[config.mk]
export PLATFORM = sky130hd
export DESIGN_NAME = ced_dispatch
export DESIGN_NICKNAME = d
export VERILOG_FILES = /design/src/pkg/ced_pkg.sv /design/src/ced_dispatch.sv /design/src/ced_int_arbiter.sv /design/src/ced_vec_entry.sv
export SDC_FILE = /design/constraint.sdc
export NUM_CORES = 2
export LEC_CHECK = 0
export ABC_AREA = 1
export BUFFER_PORTS_ARGS = -buffer_cell sky130_fd_sc_hd__buf_2
export CELL_PAD_IN_SITES_DETAIL_PLACEMENT = 0
export CELL_PAD_IN_SITES_GLOBAL_PLACEMENT = 1
export CORE_MARGIN = 2
export CORE_UTILIZATION = 42
export DETAILED_ROUTE_END_ITERATION = 10
export GPL_ROUTABILITY_DRIVEN = 0
export PLACE_DENSITY_LB_ADDON = 0.1
export SLEW_MARGIN = 15
export SYNTH_ARGS = -nofsm -noshare
export SYNTH_HDL_FRONTEND = slang
export SYNTH_SLANG_ARGS = --single-unit
[constraint.sdc]
create_clock -name sys_clk -period 7.8 [get_ports sys_clk]
set_input_delay 0.39 -clock sys_clk [delete_from_list [all_inputs] [get_ports sys_clk]]
set_output_delay 0.39 -clock sys_clk [all_outputs]
set_load 0.1 [all_outputs]
[src/pkg/ced_pkg.sv]
// Constants, field layouts and state encodings of the event dispatch block.
// Assumes a 32-bit status word and a vector table read one longword at a time.
package ced_pkg;
  // Register byte offsets on the APB side
  localparam logic [11:0] OFS_PRIORITY = 12'h000;
  localparam logic [11:0] OFS_SOFT_REQ = 12'h004;
  localparam logic [11:0] OFS_SOFT_SUM = 12'h008;
  localparam logic [11:0] OFS_STATUS = 12'h00c;
  localparam logic [11:0] OFS_VEC_BASE = 12'h010;
  localparam logic [11:0] OFS_CONSOLE = 12'h014;
  localparam logic [11:0] OFS_SAVED_PC = 12'h018;
  localparam logic [11:0] OFS_SAVED_SW = 12'h01c;
  localparam logic [11:0] OFS_SP_SAVE0 = 12'h020;
  localparam logic [11:0] OFS_DISPATCH = 12'h034;
  localparam int SP_SAVE_COUNT = 5;

  // Status word fields
  localparam int SW_IPL_LO = 16;
  localparam int SW_IPL_HI = 20;
  localparam int SW_MODE_LO = 24;
  localparam int SW_ON_INT_STACK = 26;
  localparam int SW_FPD = 27;
  localparam logic [31:0] SW_RESET = 32'h041f_0000;

  // Priority levels
  localparam logic [4:0] LVL_HALT = 5'h1f;
  localparam logic [4:0] LVL_HARD_ERR = 5'h1d;
  localparam logic [4:0] LVL_PERF = 5'h1b;
  localparam logic [4:0] LVL_SOFT_ERR = 5'h1a;
  localparam logic [4:0] LVL_IRQ0 = 5'h14;
  localparam logic [4:0] LVL_TIMER = 5'h16;
  localparam logic [4:0] LVL_NONE = 5'h00;

  // Vector offsets in the table
  localparam logic [15:0] VEC_MCHECK = 16'h0004;
  localparam logic [15:0] VEC_ACCV = 16'h0020;
  localparam logic [15:0] VEC_TNV = 16'h0024;
  localparam logic [15:0] VEC_ARITH = 16'h0034;
  localparam logic [15:0] VEC_MODIFY = 16'h003c;
  localparam logic [15:0] VEC_SOFT_ERR = 16'h0054;
  localparam logic [15:0] VEC_HARD_ERR = 16'h0060;
  localparam logic [15:0] VEC_SOFT_BASE = 16'h0080;
  localparam logic [15:0] VEC_TIMER = 16'h00c0;
  localparam logic [15:0] VEC_EMU_START = 16'h00c8;
  localparam logic [15:0] VEC_EMU_CONT = 16'h00cc;
  localparam logic [15:0] VEC_IRQ0 = 16'h00d0;

  // Vector entry stack codes
  localparam logic [1:0] STK_KERNEL = 2'b00;
  localparam logic [1:0] STK_INTERRUPT = 2'b01;

  // Arithmetic type codes that are faults; all others are traps
  localparam logic [3:0] AR_FLT_OVF = 4'h8;
  localparam logic [3:0] AR_FLT_DVZ = 4'h9;
  localparam logic [3:0] AR_FLT_UNF = 4'ha;

  // Halt codes stored with the saved status word
  localparam logic [5:0] HALT_EXTERNAL = 6'h01;
  localparam logic [5:0] HALT_STATE_BAD = 6'h02;
  localparam logic [5:0] HALT_KERNEL = 6'h03;
  localparam logic [5:0] HALT_SYS_RESTART = 6'h04;
  localparam logic [5:0] HALT_VEC_CODE = 6'h05;

  localparam int FRAME_MAX = 12;
  localparam int EMU_FRAME_LEN = 12;

  typedef enum logic [2:0] {
    EXC_ARITH = 3'b000,
    EXC_ACCV = 3'b001,
    EXC_TNV = 3'b010,
    EXC_MODIFY = 3'b011,
    EXC_EMULATE = 3'b100,
    EXC_MCHECK = 3'b101
  } ced_exc_t;

  typedef enum logic [2:0] {
    ST_IDLE = 3'b000,
    ST_FETCH = 3'b001,
    ST_PUSH = 3'b010,
    ST_BRANCH = 3'b011,
    ST_RESTART = 3'b100
  } ced_state_t;
endpackage

[src/ced_dispatch.sv]
// Exception and interrupt dispatch with an APB register slave.
// Assumes the core holds excReq until busy rises and answers vector reads.
// Operation
// RULE_01: Raise request only above current priority level
// RULE_02: Take interrupts at instruction end or points
// RULE_03: Pick highest source, set level, push, branch
// RULE_04: Frame is status pair plus exception parameters
// RULE_05: Halt input requests level 1F, unmaskable
// RULE_06: Hard error requests level 1D
// RULE_07: Performance event level 1B, serviced internally
// RULE_08: Soft error requests level 1A
// RULE_09: Lines 3..0 map 17..14; line 2 beats timer
// RULE_10: Only 23 levels; 01-0F are software
// RULE_11: Priority write loads status word bits 20:16
// RULE_12: Trap stacks next instruction address
// RULE_13: Fault stacks faulting instruction address
// RULE_14: Arithmetic via vector 34 with type code
// RULE_15: Memory faults share frame; vectors 20,24,3C
// RULE_16: Emulation frame holds opcode, specifiers, PCs, status
// RULE_17: First-part-done set gives fault via CC
// RULE_18: Machine check via vector 04 with state
// RULE_19: Bad state, kernel halt, restart go console
// RULE_20: Restart saves stack pointer, PC and status
// RULE_21: Handler address forces low two bits zero
// RULE_22: Entry low bits choose stack or halt
`timescale 1ns/1ns
module ced_dispatch
  import ced_pkg::*;
#(
  parameter int NUM_IRQ = 4,
  parameter int SPEC_COUNT = 8
) (
  input wire logic sys_clk,
  input wire logic sys_rst,
  input wire logic psel,
  input wire logic penable,
  input wire logic pwrite,
  input wire logic [11:0] paddr,
  input wire logic [31:0] pwdata,
  output logic [31:0] prdata,
  output logic pready,
  output logic pslverr,
  input wire logic haltReq,
  input wire logic hardErrIn,
  input wire logic hardErrEvt,
  input wire logic softErrEvt,
  input wire logic perfEvt,
  input wire logic [NUM_IRQ-1:0] irqLines,
  input wire logic timerReq,
  input wire logic instrDone,
  input wire logic interruptPoint,
  input wire logic [31:0] curPc,
  input wire logic [31:0] nextPc,
  input wire logic [31:0] curSp,
  input wire logic excReq,
  input wire ced_pkg::ced_exc_t excKind,
  input wire logic [3:0] excArithCode,
  input wire logic [31:0] excParam,
  input wire logic [31:0] excVaddr,
  input wire logic [7:0] emuOpcode,
  input wire logic [SPEC_COUNT*32-1:0] emuSpecs,
  input wire logic [7:0] mcErrType,
  input wire logic [31:0] mcState,
  input wire logic stateBad,
  input wire logic kernelHalt,
  input wire logic sysRestart,
  input wire logic vecAck,
  input wire logic [31:0] vecData,
  output logic busy,
  output logic vecRd,
  output logic [31:0] vecAddr,
  output logic pushValid,
  output logic [31:0] pushData,
  output logic pushOnIntStack,
  output logic branchValid,
  output logic [31:0] branchPc,
  output logic perfService,
  output logic consoleJump,
  output logic [31:0] consoleAddr,
  output logic [31:0] statusWord
);
  import ced_pkg::*;

  initial begin
    if (SPEC_COUNT != 8) $error("ced_dispatch frame layout needs eight specifiers");
  end

  ced_state_t state_q;
  logic [31:0] psw_q, vecBase_q, consoleEntry_q, savedPc_q, savedSw_q;
  logic [31:0] spSave_q [SP_SAVE_COUNT];
  logic [15:1] softPend_q;
  logic hardPend_q, perfPend_q, softErrPend_q, intReq_q;
  logic [31:0] frame_q [FRAME_MAX];
  logic [3:0] frameLen_q, pushIdx_q;
  logic isExc_q;
  logic [15:0] vecOfs_q;
  logic [4:0] takenLevel_q;
  logic [5:0] haltCode_q;
  logic [31:0] prdata_q, vecAddr_q, pushData_q, branchPc_q, consoleAddr_q;
  logic pready_q, pslverr_q, vecRd_q, pushValid_q, pushIntStk_q, branchValid_q;
  logic perfService_q, consoleJump_q;
  logic [4:0] bestLevel;
  logic [15:0] bestVec;
  logic [31:0] handlerPc;
  logic useIntStack, raiseToTop, consoleErr;
  logic apbAccess, apbWr, takeInt, restartReq;
  logic [2:0] spIdx;

  ced_int_arbiter #(
    .NUM_IRQ(NUM_IRQ)
  ) uArb (
    .haltReq(haltReq),
    .hardPend(hardPend_q),
    .perfPend(perfPend_q),
    .softErrPend(softErrPend_q),
    .irqLines(irqLines),
    .timerReq(timerReq),
    .softPend(softPend_q),
    .bestLevel(bestLevel),
    .bestVec(bestVec)
  );

  ced_vec_entry uVec (
    .entry(vecData),
    .onIntStack(psw_q[SW_ON_INT_STACK]),
    .isException(isExc_q),
    .handlerPc(handlerPc),
    .useIntStack(useIntStack),
    .raiseToTop(raiseToTop),
    .consoleErr(consoleErr)
  );

  assign apbAccess = psel && penable && !pready_q;
  assign apbWr = apbAccess && pwrite;
  assign restartReq = stateBad || kernelHalt || sysRestart;
  assign takeInt = intReq_q && (instrDone || interruptPoint); // see RULE_02
  assign spIdx = psw_q[SW_ON_INT_STACK] ? 3'd4 : {1'b0, psw_q[SW_MODE_LO+1:SW_MODE_LO]};

  // Registered so the request reflects halt or levels above the current one
  always_ff @(posedge sys_clk) begin
    if (sys_rst) begin
      intReq_q <= 1'b0;
    end else begin
      intReq_q <= haltReq || (bestLevel > psw_q[SW_IPL_HI:SW_IPL_LO]); // see RULE_01 RULE_05
    end
  end

  // Sticky pending sources; a new event wins over the clear on take
  always_ff @(posedge sys_clk) begin
    if (sys_rst) begin
      hardPend_q <= 1'b0;
      perfPend_q <= 1'b0;
      softErrPend_q <= 1'b0;
    end else begin
      if (state_q == ST_IDLE && takeInt && !excReq && !restartReq) begin
        if (bestLevel == LVL_HARD_ERR) hardPend_q <= 1'b0;
        if (bestLevel == LVL_PERF) perfPend_q <= 1'b0;
        if (bestLevel == LVL_SOFT_ERR) softErrPend_q <= 1'b0;
      end
      if (hardErrIn || hardErrEvt) hardPend_q <= 1'b1; // see RULE_06
      if (perfEvt) perfPend_q <= 1'b1; // see RULE_07
      if (softErrEvt) softErrPend_q <= 1'b1; // see RULE_08
    end
  end

  // Software request bits: set by register writes, cleared when serviced
  always_ff @(posedge sys_clk) begin
    if (sys_rst) begin
      softPend_q <= '0;
    end else begin
      if (state_q == ST_IDLE && takeInt && !excReq && !restartReq
          && bestLevel < LVL_IRQ0 && bestLevel != LVL_NONE) begin
        softPend_q[bestLevel[3:0]] <= 1'b0; // see RULE_10
      end
      if (state_q == ST_RESTART) begin
        softPend_q <= '0;
      end
      if (apbWr && paddr == OFS_SOFT_SUM) begin
        softPend_q <= pwdata[15:1];
      end
      if (apbWr && paddr == OFS_SOFT_REQ && pwdata[3:0] != 4'h0) begin
        softPend_q[pwdata[3:0]] <= 1'b1;
      end
    end
  end

  // Status word: dispatch updates win over a same-cycle register write
  always_ff @(posedge sys_clk) begin
    if (sys_rst) begin
      psw_q <= SW_RESET;
    end else begin
      if (apbWr && paddr == OFS_STATUS) begin
        psw_q <= pwdata;
      end
      if (apbWr && paddr == OFS_PRIORITY) begin
        psw_q[SW_IPL_HI:SW_IPL_LO] <= pwdata[4:0]; // see RULE_11
      end
      if (state_q == ST_IDLE && !restartReq && !excReq && takeInt
          && bestLevel != LVL_HALT && bestLevel != LVL_PERF) begin
        psw_q[SW_IPL_HI:SW_IPL_LO] <= bestLevel; // see RULE_03
      end
      if (state_q == ST_FETCH && vecAck && !consoleErr) begin
        psw_q[SW_ON_INT_STACK] <= useIntStack; // see RULE_22
        if (raiseToTop) psw_q[SW_IPL_HI:SW_IPL_LO] <= LVL_HALT;
      end
      if (state_q == ST_RESTART) begin
        // Partial initialisation before the console takes over
        psw_q <= SW_RESET; // see RULE_19
      end
    end
  end

  // Frame contents, word 0 pushed first; parameters land above the pair
  always_ff @(posedge sys_clk) begin
    if (sys_rst) begin
      frameLen_q <= 4'd0;
      isExc_q <= 1'b0;
      vecOfs_q <= 16'h0000;
      takenLevel_q <= LVL_NONE;
      for (int i = 0; i < FRAME_MAX; i++) frame_q[i] <= '0;
    end else if (state_q == ST_IDLE && !restartReq) begin
      frame_q[0] <= psw_q; // see RULE_04
      if (excReq) begin
        isExc_q <= 1'b1;
        unique case (excKind)
          EXC_ARITH: begin
            vecOfs_q <= VEC_ARITH; // see RULE_14
            if (excArithCode == AR_FLT_OVF || excArithCode == AR_FLT_DVZ
                || excArithCode == AR_FLT_UNF) begin
              frame_q[1] <= curPc; // see RULE_13
            end else begin
              frame_q[1] <= nextPc; // see RULE_12
            end
            frame_q[2] <= {28'h0, excArithCode}; // see RULE_14
            frameLen_q <= 4'd3;
          end
          EXC_ACCV, EXC_TNV, EXC_MODIFY: begin
            vecOfs_q <= (excKind == EXC_ACCV) ? VEC_ACCV :
                        (excKind == EXC_TNV) ? VEC_TNV : VEC_MODIFY; // see RULE_15
            frame_q[1] <= curPc; // see RULE_13 RULE_15
            frame_q[2] <= excVaddr;
            frame_q[3] <= excParam;
            frameLen_q <= 4'd4;
          end
          EXC_EMULATE: begin
            if (psw_q[SW_FPD]) begin
              vecOfs_q <= VEC_EMU_CONT; // see RULE_17
              frame_q[1] <= curPc;
              frameLen_q <= 4'd2;
            end else begin
              vecOfs_q <= VEC_EMU_START; // see RULE_16
              frame_q[1] <= nextPc;
              for (int s = 0; s < SPEC_COUNT; s++) begin
                frame_q[2+s] <= emuSpecs[(SPEC_COUNT-1-s)*32 +: 32];
              end
              frame_q[EMU_FRAME_LEN-2] <= curPc;
              frame_q[EMU_FRAME_LEN-1] <= {24'h0, emuOpcode};
              frameLen_q <= 4'(EMU_FRAME_LEN);
            end
          end
          EXC_MCHECK: begin
            vecOfs_q <= VEC_MCHECK; // see RULE_18
            frame_q[1] <= curPc;
            frame_q[2] <= mcState;
            frame_q[3] <= {24'h0, mcErrType};
            frameLen_q <= 4'd4;
          end
          default: begin
            vecOfs_q <= VEC_MCHECK;
            frame_q[1] <= curPc;
            frame_q[2] <= mcState;
            frame_q[3] <= 32'h0000_0000;
            frameLen_q <= 4'd4;
          end
        endcase
      end else if (takeInt) begin
        isExc_q <= 1'b0;
        vecOfs_q <= bestVec; // see RULE_03
        takenLevel_q <= bestLevel;
        frame_q[1] <= instrDone ? nextPc : curPc;
        frameLen_q <= 4'd2; // see RULE_04
      end
    end
  end

  // Dispatch sequence
  always_ff @(posedge sys_clk) begin
    if (sys_rst) begin
      state_q <= ST_IDLE;
      pushIdx_q <= 4'd0;
      haltCode_q <= 6'h00;
      vecRd_q <= 1'b0;
      vecAddr_q <= '0;
      pushValid_q <= 1'b0;
      pushData_q <= '0;
      pushIntStk_q <= 1'b0;
      branchValid_q <= 1'b0;
      branchPc_q <= '0;
      perfService_q <= 1'b0;
      consoleJump_q <= 1'b0;
      consoleAddr_q <= '0;
    end else begin
      pushValid_q <= 1'b0;
      branchValid_q <= 1'b0;
      perfService_q <= 1'b0;
      consoleJump_q <= 1'b0;
      unique case (state_q)
        ST_IDLE: begin
          pushIdx_q <= 4'd0;
          if (restartReq) begin
            haltCode_q <= stateBad ? HALT_STATE_BAD :
                          kernelHalt ? HALT_KERNEL : HALT_SYS_RESTART; // see RULE_19
            state_q <= ST_RESTART;
          end else if (excReq) begin
            state_q <= ST_FETCH;
            vecRd_q <= 1'b1;
          end else if (takeInt) begin
            if (bestLevel == LVL_HALT) begin
              haltCode_q <= HALT_EXTERNAL; // see RULE_05
              state_q <= ST_RESTART;
            end else if (bestLevel == LVL_PERF) begin
              perfService_q <= 1'b1; // see RULE_07
            end else begin
              state_q <= ST_FETCH;
              vecRd_q <= 1'b1;
            end
          end
        end
        ST_FETCH: begin
          vecAddr_q <= vecBase_q + {16'h0, vecOfs_q};
          if (vecAck && vecRd_q) begin
            vecRd_q <= 1'b0;
            branchPc_q <= handlerPc; // see RULE_21
            pushIntStk_q <= useIntStack;
            if (consoleErr) begin
              haltCode_q <= HALT_VEC_CODE; // see RULE_22
              state_q <= ST_RESTART;
            end else begin
              state_q <= ST_PUSH;
            end
          end
        end
        ST_PUSH: begin
          pushValid_q <= 1'b1; // see RULE_03 RULE_04
          pushData_q <= frame_q[pushIdx_q];
          pushIdx_q <= pushIdx_q + 4'd1;
          if (pushIdx_q + 4'd1 == frameLen_q) state_q <= ST_BRANCH;
        end
        ST_BRANCH: begin
          branchValid_q <= 1'b1; // see RULE_03
          state_q <= ST_IDLE;
        end
        ST_RESTART: begin
          consoleJump_q <= 1'b1; // see RULE_19
          consoleAddr_q <= consoleEntry_q;
          state_q <= ST_IDLE;
        end
        default: state_q <= ST_IDLE;
      endcase
    end
  end

  // Vector address becomes valid the cycle after vecRd rises
  // Restart save area
  always_ff @(posedge sys_clk) begin
    if (sys_rst) begin
      savedPc_q <= '0;
      savedSw_q <= '0;
      for (int k = 0; k < SP_SAVE_COUNT; k++) spSave_q[k] <= '0;
    end else if (state_q == ST_RESTART) begin
      spSave_q[spIdx] <= curSp; // see RULE_20
      savedPc_q <= curPc;
      savedSw_q <= {psw_q[31:16], 1'b1, 1'b0, haltCode_q, psw_q[7:0]}; // see RULE_20
    end
  end

  // Software-set configuration
  always_ff @(posedge sys_clk) begin
    if (sys_rst) begin
      vecBase_q <= '0;
      consoleEntry_q <= '0;
    end else begin
      if (apbWr && paddr == OFS_VEC_BASE) vecBase_q <= {pwdata[31:2], 2'b00};
      if (apbWr && paddr == OFS_CONSOLE) consoleEntry_q <= pwdata;
    end
  end

  // APB answer: one wait state, error on unmapped offsets
  always_ff @(posedge sys_clk) begin
    if (sys_rst) begin
      pready_q <= 1'b0;
      pslverr_q <= 1'b0;
      prdata_q <= '0;
    end else begin
      pready_q <= apbAccess;
      pslverr_q <= 1'b0;
      prdata_q <= '0;
      if (apbAccess) begin
        unique case (paddr)
          OFS_PRIORITY: prdata_q <= {27'h0, psw_q[SW_IPL_HI:SW_IPL_LO]};
          OFS_SOFT_REQ: prdata_q <= '0;
          OFS_SOFT_SUM: prdata_q <= {16'h0, softPend_q, 1'b0};
          OFS_STATUS: prdata_q <= psw_q;
          OFS_VEC_BASE: prdata_q <= vecBase_q;
          OFS_CONSOLE: prdata_q <= consoleEntry_q;
          OFS_SAVED_PC: prdata_q <= savedPc_q;
          OFS_SAVED_SW: prdata_q <= savedSw_q;
          OFS_DISPATCH: prdata_q <= {16'h0, intReq_q, takenLevel_q, 7'h0, state_q};
          default: begin
            if (paddr >= OFS_SP_SAVE0 && paddr < OFS_DISPATCH && paddr[1:0] == 2'b00) begin
              prdata_q <= spSave_q[3'(paddr[4:2] - 3'd0)];
            end else begin
              pslverr_q <= 1'b1;
            end
          end
        endcase
      end
    end
  end

  assign prdata = prdata_q;
  assign pready = pready_q;
  assign pslverr = pslverr_q;
  assign busy = (state_q != ST_IDLE);
  assign vecRd = vecRd_q;
  assign vecAddr = vecAddr_q;
  assign pushValid = pushValid_q;
  assign pushData = pushData_q;
  assign pushOnIntStack = pushIntStk_q;
  assign branchValid = branchValid_q;
  assign branchPc = branchPc_q;
  assign perfService = perfService_q;
  assign consoleJump = consoleJump_q;
  assign consoleAddr = consoleAddr_q;
  assign statusWord = psw_q;
endmodule // ced_dispatch

[src/ced_int_arbiter.sv]
// Picks the highest pending interrupt level and its vector offset.
// Assumes request inputs are already latched where they must be sticky.
`timescale 1ns/1ns
module ced_int_arbiter
  import ced_pkg::*;
#(
  parameter int NUM_IRQ = 4
) (
  input wire logic haltReq,
  input wire logic hardPend,
  input wire logic perfPend,
  input wire logic softErrPend,
  input wire logic [NUM_IRQ-1:0] irqLines,
  input wire logic timerReq,
  input wire logic [15:1] softPend,
  output logic [4:0] bestLevel,
  output logic [15:0] bestVec
);
  import ced_pkg::*;

  initial begin
    if (NUM_IRQ != 4) $error("ced_int_arbiter serves exactly four request lines");
  end

  always_comb begin
    bestLevel = LVL_NONE;
    bestVec = 16'h0000;
    for (int i = 1; i < 16; i++) begin
      if (softPend[i]) begin
        bestLevel = 5'(i); // see RULE_10
        bestVec = 16'(VEC_SOFT_BASE + 16'(4 * i));
      end
    end
    if (irqLines[0]) begin
      bestLevel = LVL_IRQ0; // see RULE_09
      bestVec = VEC_IRQ0;
    end
    if (irqLines[1]) begin
      bestLevel = 5'(LVL_IRQ0 + 5'h01);
      bestVec = 16'(VEC_IRQ0 + 16'h0004);
    end
    if (timerReq) begin
      bestLevel = LVL_TIMER;
      bestVec = VEC_TIMER;
    end
    if (irqLines[2]) begin
      bestLevel = 5'(LVL_IRQ0 + 5'h02); // see RULE_09
      bestVec = 16'(VEC_IRQ0 + 16'h0008);
    end
    if (irqLines[3]) begin
      bestLevel = 5'(LVL_IRQ0 + 5'h03);
      bestVec = 16'(VEC_IRQ0 + 16'h000c);
    end
    if (softErrPend) begin
      bestLevel = LVL_SOFT_ERR; // see RULE_08
      bestVec = VEC_SOFT_ERR;
    end
    if (perfPend) begin
      bestLevel = LVL_PERF; // see RULE_07
      bestVec = 16'h0000;
    end
    if (hardPend) begin
      bestLevel = LVL_HARD_ERR; // see RULE_06
      bestVec = VEC_HARD_ERR;
    end
    if (haltReq) begin
      bestLevel = LVL_HALT; // see RULE_05
      bestVec = 16'h0000;
    end
  end
endmodule // ced_int_arbiter

[src/ced_vec_entry.sv]
// Splits a fetched vector entry into handler address and stack choice.
// Assumes the entry is stable while the top module samples the outputs.
`timescale 1ns/1ns
module ced_vec_entry
  import ced_pkg::*;
(
  input wire logic [31:0] entry,
  input wire logic onIntStack,
  input wire logic isException,
  output logic [31:0] handlerPc,
  output logic useIntStack,
  output logic raiseToTop,
  output logic consoleErr
);
  import ced_pkg::*;

  always_comb begin
    handlerPc = {entry[31:2], 2'b00}; // see RULE_21
    consoleErr = entry[1]; // see RULE_22
    useIntStack = 1'b0;
    raiseToTop = 1'b0;
    if (entry[1:0] == STK_KERNEL) begin
      useIntStack = onIntStack; // see RULE_22
    end else if (entry[1:0] == STK_INTERRUPT) begin
      useIntStack = 1'b1;
      raiseToTop = isException; // see RULE_22
    end
  end
endmodule // ced_vec_entry

== Word level (Yosys, flattened, before mapping) ==
Memory sizes are Yosys's and may differ from the RTL's. A register that Yosys moved wholly into a read port is not among the register bits.
Cells that the tools add are included.
W data, S select, Z words.
Storage, ports and cells
  flip-flop bits (word level): 349
  RAM bits: 544
  output and inout port bits: 201
  memories kept: 2
Cells by class
  add/subtract/negate cells: 2
  order comparisons: 8
  eq/ne operators: 40
  muxes and demuxes: 208
  bitwise logic cells: 33
  reduce and logical (&&, ||, !) cells: 73
Memories
  frame_q: words 12, width 32, read ports 1, clocked after memory_dff 1, write ports 12, RTL line ced_dispatch.sv:93  | logic [31:0] frame_q [FRAME_MAX];
  spSave_q: words 5, width 32, read ports 1, clocked after memory_dff 0, write ports 5, RTL line ced_dispatch.sv:90  | logic [31:0] spSave_q [SP_SAVE_COUNT];
Operators by type and width (number)
  $mux W32: 29
  $pmux W32 S9: 1
  $mux W8: 24
  $mux W1: 87
  $mux W15: 5
  $mux W5: 15
  $mux W3: 17
  $eq A12 B5 Y1 const B: 4
  $mux W4: 11
  $mux W6: 6
  $add A32 B16 Y32: 1
  $mux W16: 2
  $reduce_or A32 Y1: 1
  $logic_and A1 B1 Y1: 28
  $mux W27: 1
  $or A1 B1 Y1: 26
  $eq A12 B4 Y1 const B: 2
  $pmux W8 S3: 1
  $eq A5 B5 Y1 const B: 4
  $reduce_bool A2 Y1: 10
  $pmux W4 S2: 2
  $and A15 B15 Y15: 1
  $ne A3 B3 Y1 const B: 5
  $not A15 Y15: 1
  other kinds (44): 80

== Logic depth before layout (Yosys ltp) ==
  word-level depth: 36
  gate-level depth with buffers: 26
  depth with buffers taken out: 26

== Hierarchy ==
From an unflattened synthesis, not the netlist that was laid out.
Unflattened totals
  cell total of the unflattened synthesis: 5341
  area total of the unflattened synthesis: 45705.1 um^2
Modules (own cells, without submodules)
  ced_dispatch: instances 1, cells each 5198, area each 44964.4 um^2, seq. area each 25774.7 um^2
  ced_int_arbiter: instances 1, cells each 103, area each 461.7 um^2, seq. area each 0.0 um^2
  ced_vec_entry: instances 1, cells each 40, area each 279.0 um^2, seq. area each 0.0 um^2

== Worst setup path after synthesis ==
Ideal clock, no wire load.
  path kind: reg-to-reg
  start point: register psw_q[27], in the netlist statusWord[27]
  end point: memory frame_q[10][0], enable pin
  library setup time: 1.804 ns
  data arrival time: 5.288 ns
  required time: 5.996 ns
  path slack: 0.709 ns
  stages on the path, launching flop included: 6
  clock period less this slack: 7.091 ns
  cell sequence: dfxtp_1 > inv_1 > nand3_1 > nor2_1 > nand2_1 > nand2_1
RTL lines
  from (decl): RTL line ced_dispatch.sv:89  | logic [31:0] psw_q, vecBase_q, consoleEntry_q, savedPc_q, savedSw_q;
  from (signal assigned): RTL line ced_dispatch.sv:193  | psw_q <= pwdata;
  from (signal, indexed assignment): RTL line ced_dispatch.sv:196  | psw_q[SW_IPL_HI:SW_IPL_LO] <= pwdata[4:0];
  from (signal, indexed assignment): RTL line ced_dispatch.sv:200  | psw_q[SW_IPL_HI:SW_IPL_LO] <= bestLevel;
  to (decl): RTL line ced_dispatch.sv:93

==> impl_metrics.yaml <==
sta:
  finalCritPeriodShare_pct: 55.5
  rsz0062_at_grt: "no"
  hold_violations: 0
  slew_headroom_pct: 21.3
  hold_ws_ns: 0.0288
  drv_slew: 0
  max_clock_freq_mhz: 231
  tightest_slew_ns: 1.17
  setup_violations: 0
  fin_crit_ns: 4.33
  fin_tns_setup_ns: 0
  clock_skew_ns: 0.0279
cells_and_area:
  nNetsFinal: 5922
  instances_no_fill: 6731
  final-seq-area_sq_um: 24000
  stdcell_area_sq_um: 50900
  multiInputGateArea_sq_um: 14000
  fillerInstances: 9343
  drive_gt1_share_pct: 19.9
  area_growth_pct: 23.9
run_status:
  outcome: "complete, no violations"
floorplan:
  chipWidth_um: 317
  ios: 770
  die-area_sq_um: 100000
  core_sq_um: 96900
  start_util_pct: 42.4
  fp.dieH_um: 317
  rows: 114
grt:
  grt_first_pass_wirelength_um: 248000
  grt_pass1_vias: 34900
  grt-ovfl-total: 0
  grt_usage_pct: 34.3
  grt_antenna_before_repair: 35
  grt_max_degree: 137
clock_network:
  tritoncts: "yes"
  clock_latency_ns: 0.71
  cts_resized: 0
  cts-root-buf: "clkbuf_16"
  cts_buffers: 100
  cts_hold_buf: 152
  clock-sinks: 919
  htree_levels: 3
  cts_buffer_depth: 3
  path_clk_slew_ns: 0.06
  postCtsSetupBuffers: 0
pwr:
  power_density_nw_per_um2: 218
  p_total_mw: 11.1
  leakagePower_nw: 21.6
  peakVddDrop_v: 0.000189
worst_setup_path:
  worst-path-max-fanout: 55
  worst_setup_path_start_kind: "register"
  worst-setup-path-type: "register to register"
  worstReg2RegStart: "statusWord[27]"
  cpPeakStageDelay_ns: 0.74
  worstSetupStartpoint: "statusWord[27]"
  path_cells: "inv_1, nand3_1, nor2_1, nand2_1, nor2_4, buf_4, inv_6, nand2_1, nor3_2, o21ai_4, nor2_4, nand2_1, buf_4"
  path_common_cell: "nand2_1"
  cp-end-kind: "register"
  slowest_stage: "nor3_2"
  critPathTopFamily: "simple AND/OR/NAND/NOR gates"
  path_buf_inv: 4
  crit_required_ns: 8.22
  arrival_ns: 4.75
hold_path:
  hp-start: "emuSpecs[124]"
  hold_path_class: "input pin to register"
routing:
  drc: 0
  drt_wl_total_um: 179000
  via_per_inst: 5.60
  wire_per_inst_um: 26.6
  drt.antenna.violating_nets: 0
  drtPass1Iterations: 6
  via_count: 37700
  drt_iter0_drc: 5016
yosys:
  syn_avg_cell_area_sq_um: 9.11
  yosysTopAreaCell: "edfxtp_1"
  yosysMostFrequentCell: "nor2_1"
  synth_edf_count: 556
  yosys_warnings: 0
  synthCells: 4510
  synthTopCellsByArea: "edfxtp_1 41%, dfxtp_1 18%, nor2_1 8.1%, inv_1 5.2%, o21ai_0 5.0%"
  synth_common_cells: "888 x nor2_1, 566 x inv_1, 556 x edfxtp_1"
  synthFlopType: "edfxtp_1"
  ys_seq_area_share_pct: 58.3
  synth_top_area_share_pct: 40.6
  synth_cell_types: 62
  ys_ff_latch: 919
  syn_area_sq_um: 41100
  synthArstFlopShare_pct: 0
place:
  port_buffers: 765
  hpwl_um: 132000
  place_inst: 6362
  placed_cell_area_sq_um: 46000
run:
  maxCapViolCount: 0
## kinds of logic (layout without fill, tap and decap cells)
family | count (synthesis) | count (layout) | synth area share (%)
xor gates and xnor gates | 32 | 32 | 0.682
other | 1 | 68 | 0.00913
buffers and inverters | 874 | 1752 | 8.12
and+or+nand+nor | 1486 | 1486 | 14.8
DFF | 919 | 919 | 58.3
AOI/OAI and AO/OA | 1167 | 1167 | 17.3
adders and majority gates | 13 | 13 | 0.414
muxes | 18 | 18 | 0.438
## state kept, by name, summed over array words and instances (netlist names), 6 cells and up
signal          cells
branchPc           30
consoleAddr        32
consoleEntry_q     32
frame_q           360
prdata             32
pushData           32
savedPc_q          32
savedSw_q          28
softPend_q         15
spSave_q          196
statusWord         32
vecAddr            30
vecBase_q          30
vecOfs_q            6
## area by class of cell
class / count / area share (%)
multi-input cells: 2756 / 27.5
well taps: 1276 / 3.14
repair buffers: 964 / 11.2
inverters: 599 / 4.44
flip-flops and latches: 919 / 47.1
diodes: 28 / 0.138
clock inverters: 54 / 0.912
clock buffers: 135 / 5.54
## placed cells by master (no fill, tap or decap), types with 13 or more instances in the layout
cell           count
a22oi_1           31
clkbuf_1          16
inv_1            564
nor2_1           884
o211ai_1          54
dlygate4sd3_1    152
buf_4             46
xor2_1            27
o22ai_1          195
conb_1            40
edfxtp_1         556
mux2i_1           18
buf_2            764
nor3_1            41
a2111oi_0         13
clkbuf_8          14
a211oi_1          53
clkbuf_16        102
o21ai_0          408
diode_2           28
nor4_1            15
nand2_1          389
o21ai_1           15
clkinv_1          21
dfxtp_1          361
inv_2             23
a21oi_1          218
a221oi_1          79
nand4_1           19
a31oi_1           35
clkinv_2          24
nand3_1           83
## worst register-to-register path: cells and delay by family, from the launching register on
| family | cells | cell delay, ns |
|---|---|---|
| AO/OA/AOI/OAI | 1 | 0.33 |
| flip-flops | 1 | 0.35 |
| AND/OR/NAND/NOR | 8 | 1.97 |
| buffers and inverters | 4 | 1.38 |
## power breakdown
part	switching, mW	internal [mW]	leakage [nW]	total, mW
clock	2.08	2.71	1.63	4.79
combinational	0.625	0.277	11.3	0.901
sequential	0.0653	5.32	8.66	5.38
total	2.77	8.31	21.6	11.1
## path summary, 6_finish.rpt
kind | end | slack, ns | depth (start not counted)
worst min-delay path | frame_q[6][28] | 0.03 | 3
worst max register to register | frame_q[1][22] | 3.47 | 13
worst max-delay path | frame_q[1][22] | 3.47 | 13
worst min register to register | branchPc[22] | 0.46 | 2
## through the flow
stage	util, %	worst slack, ns
finish	52.6	3.47
global route	52.5	3.12
CTS	52.5	3.40
detailed placement	47.5	3.32
global placement	47.5	3.38
floorplan	-	0.709
## per-layer routing
metal  part of all wire (%)  track usage (%)
met5                  0.016                0
met4                    4.8             15.4
met3                    7.8             4.75
met2                     47             56.1
met1                     40             45.4
No activity file was read; power rests on OpenSTA's default activity.
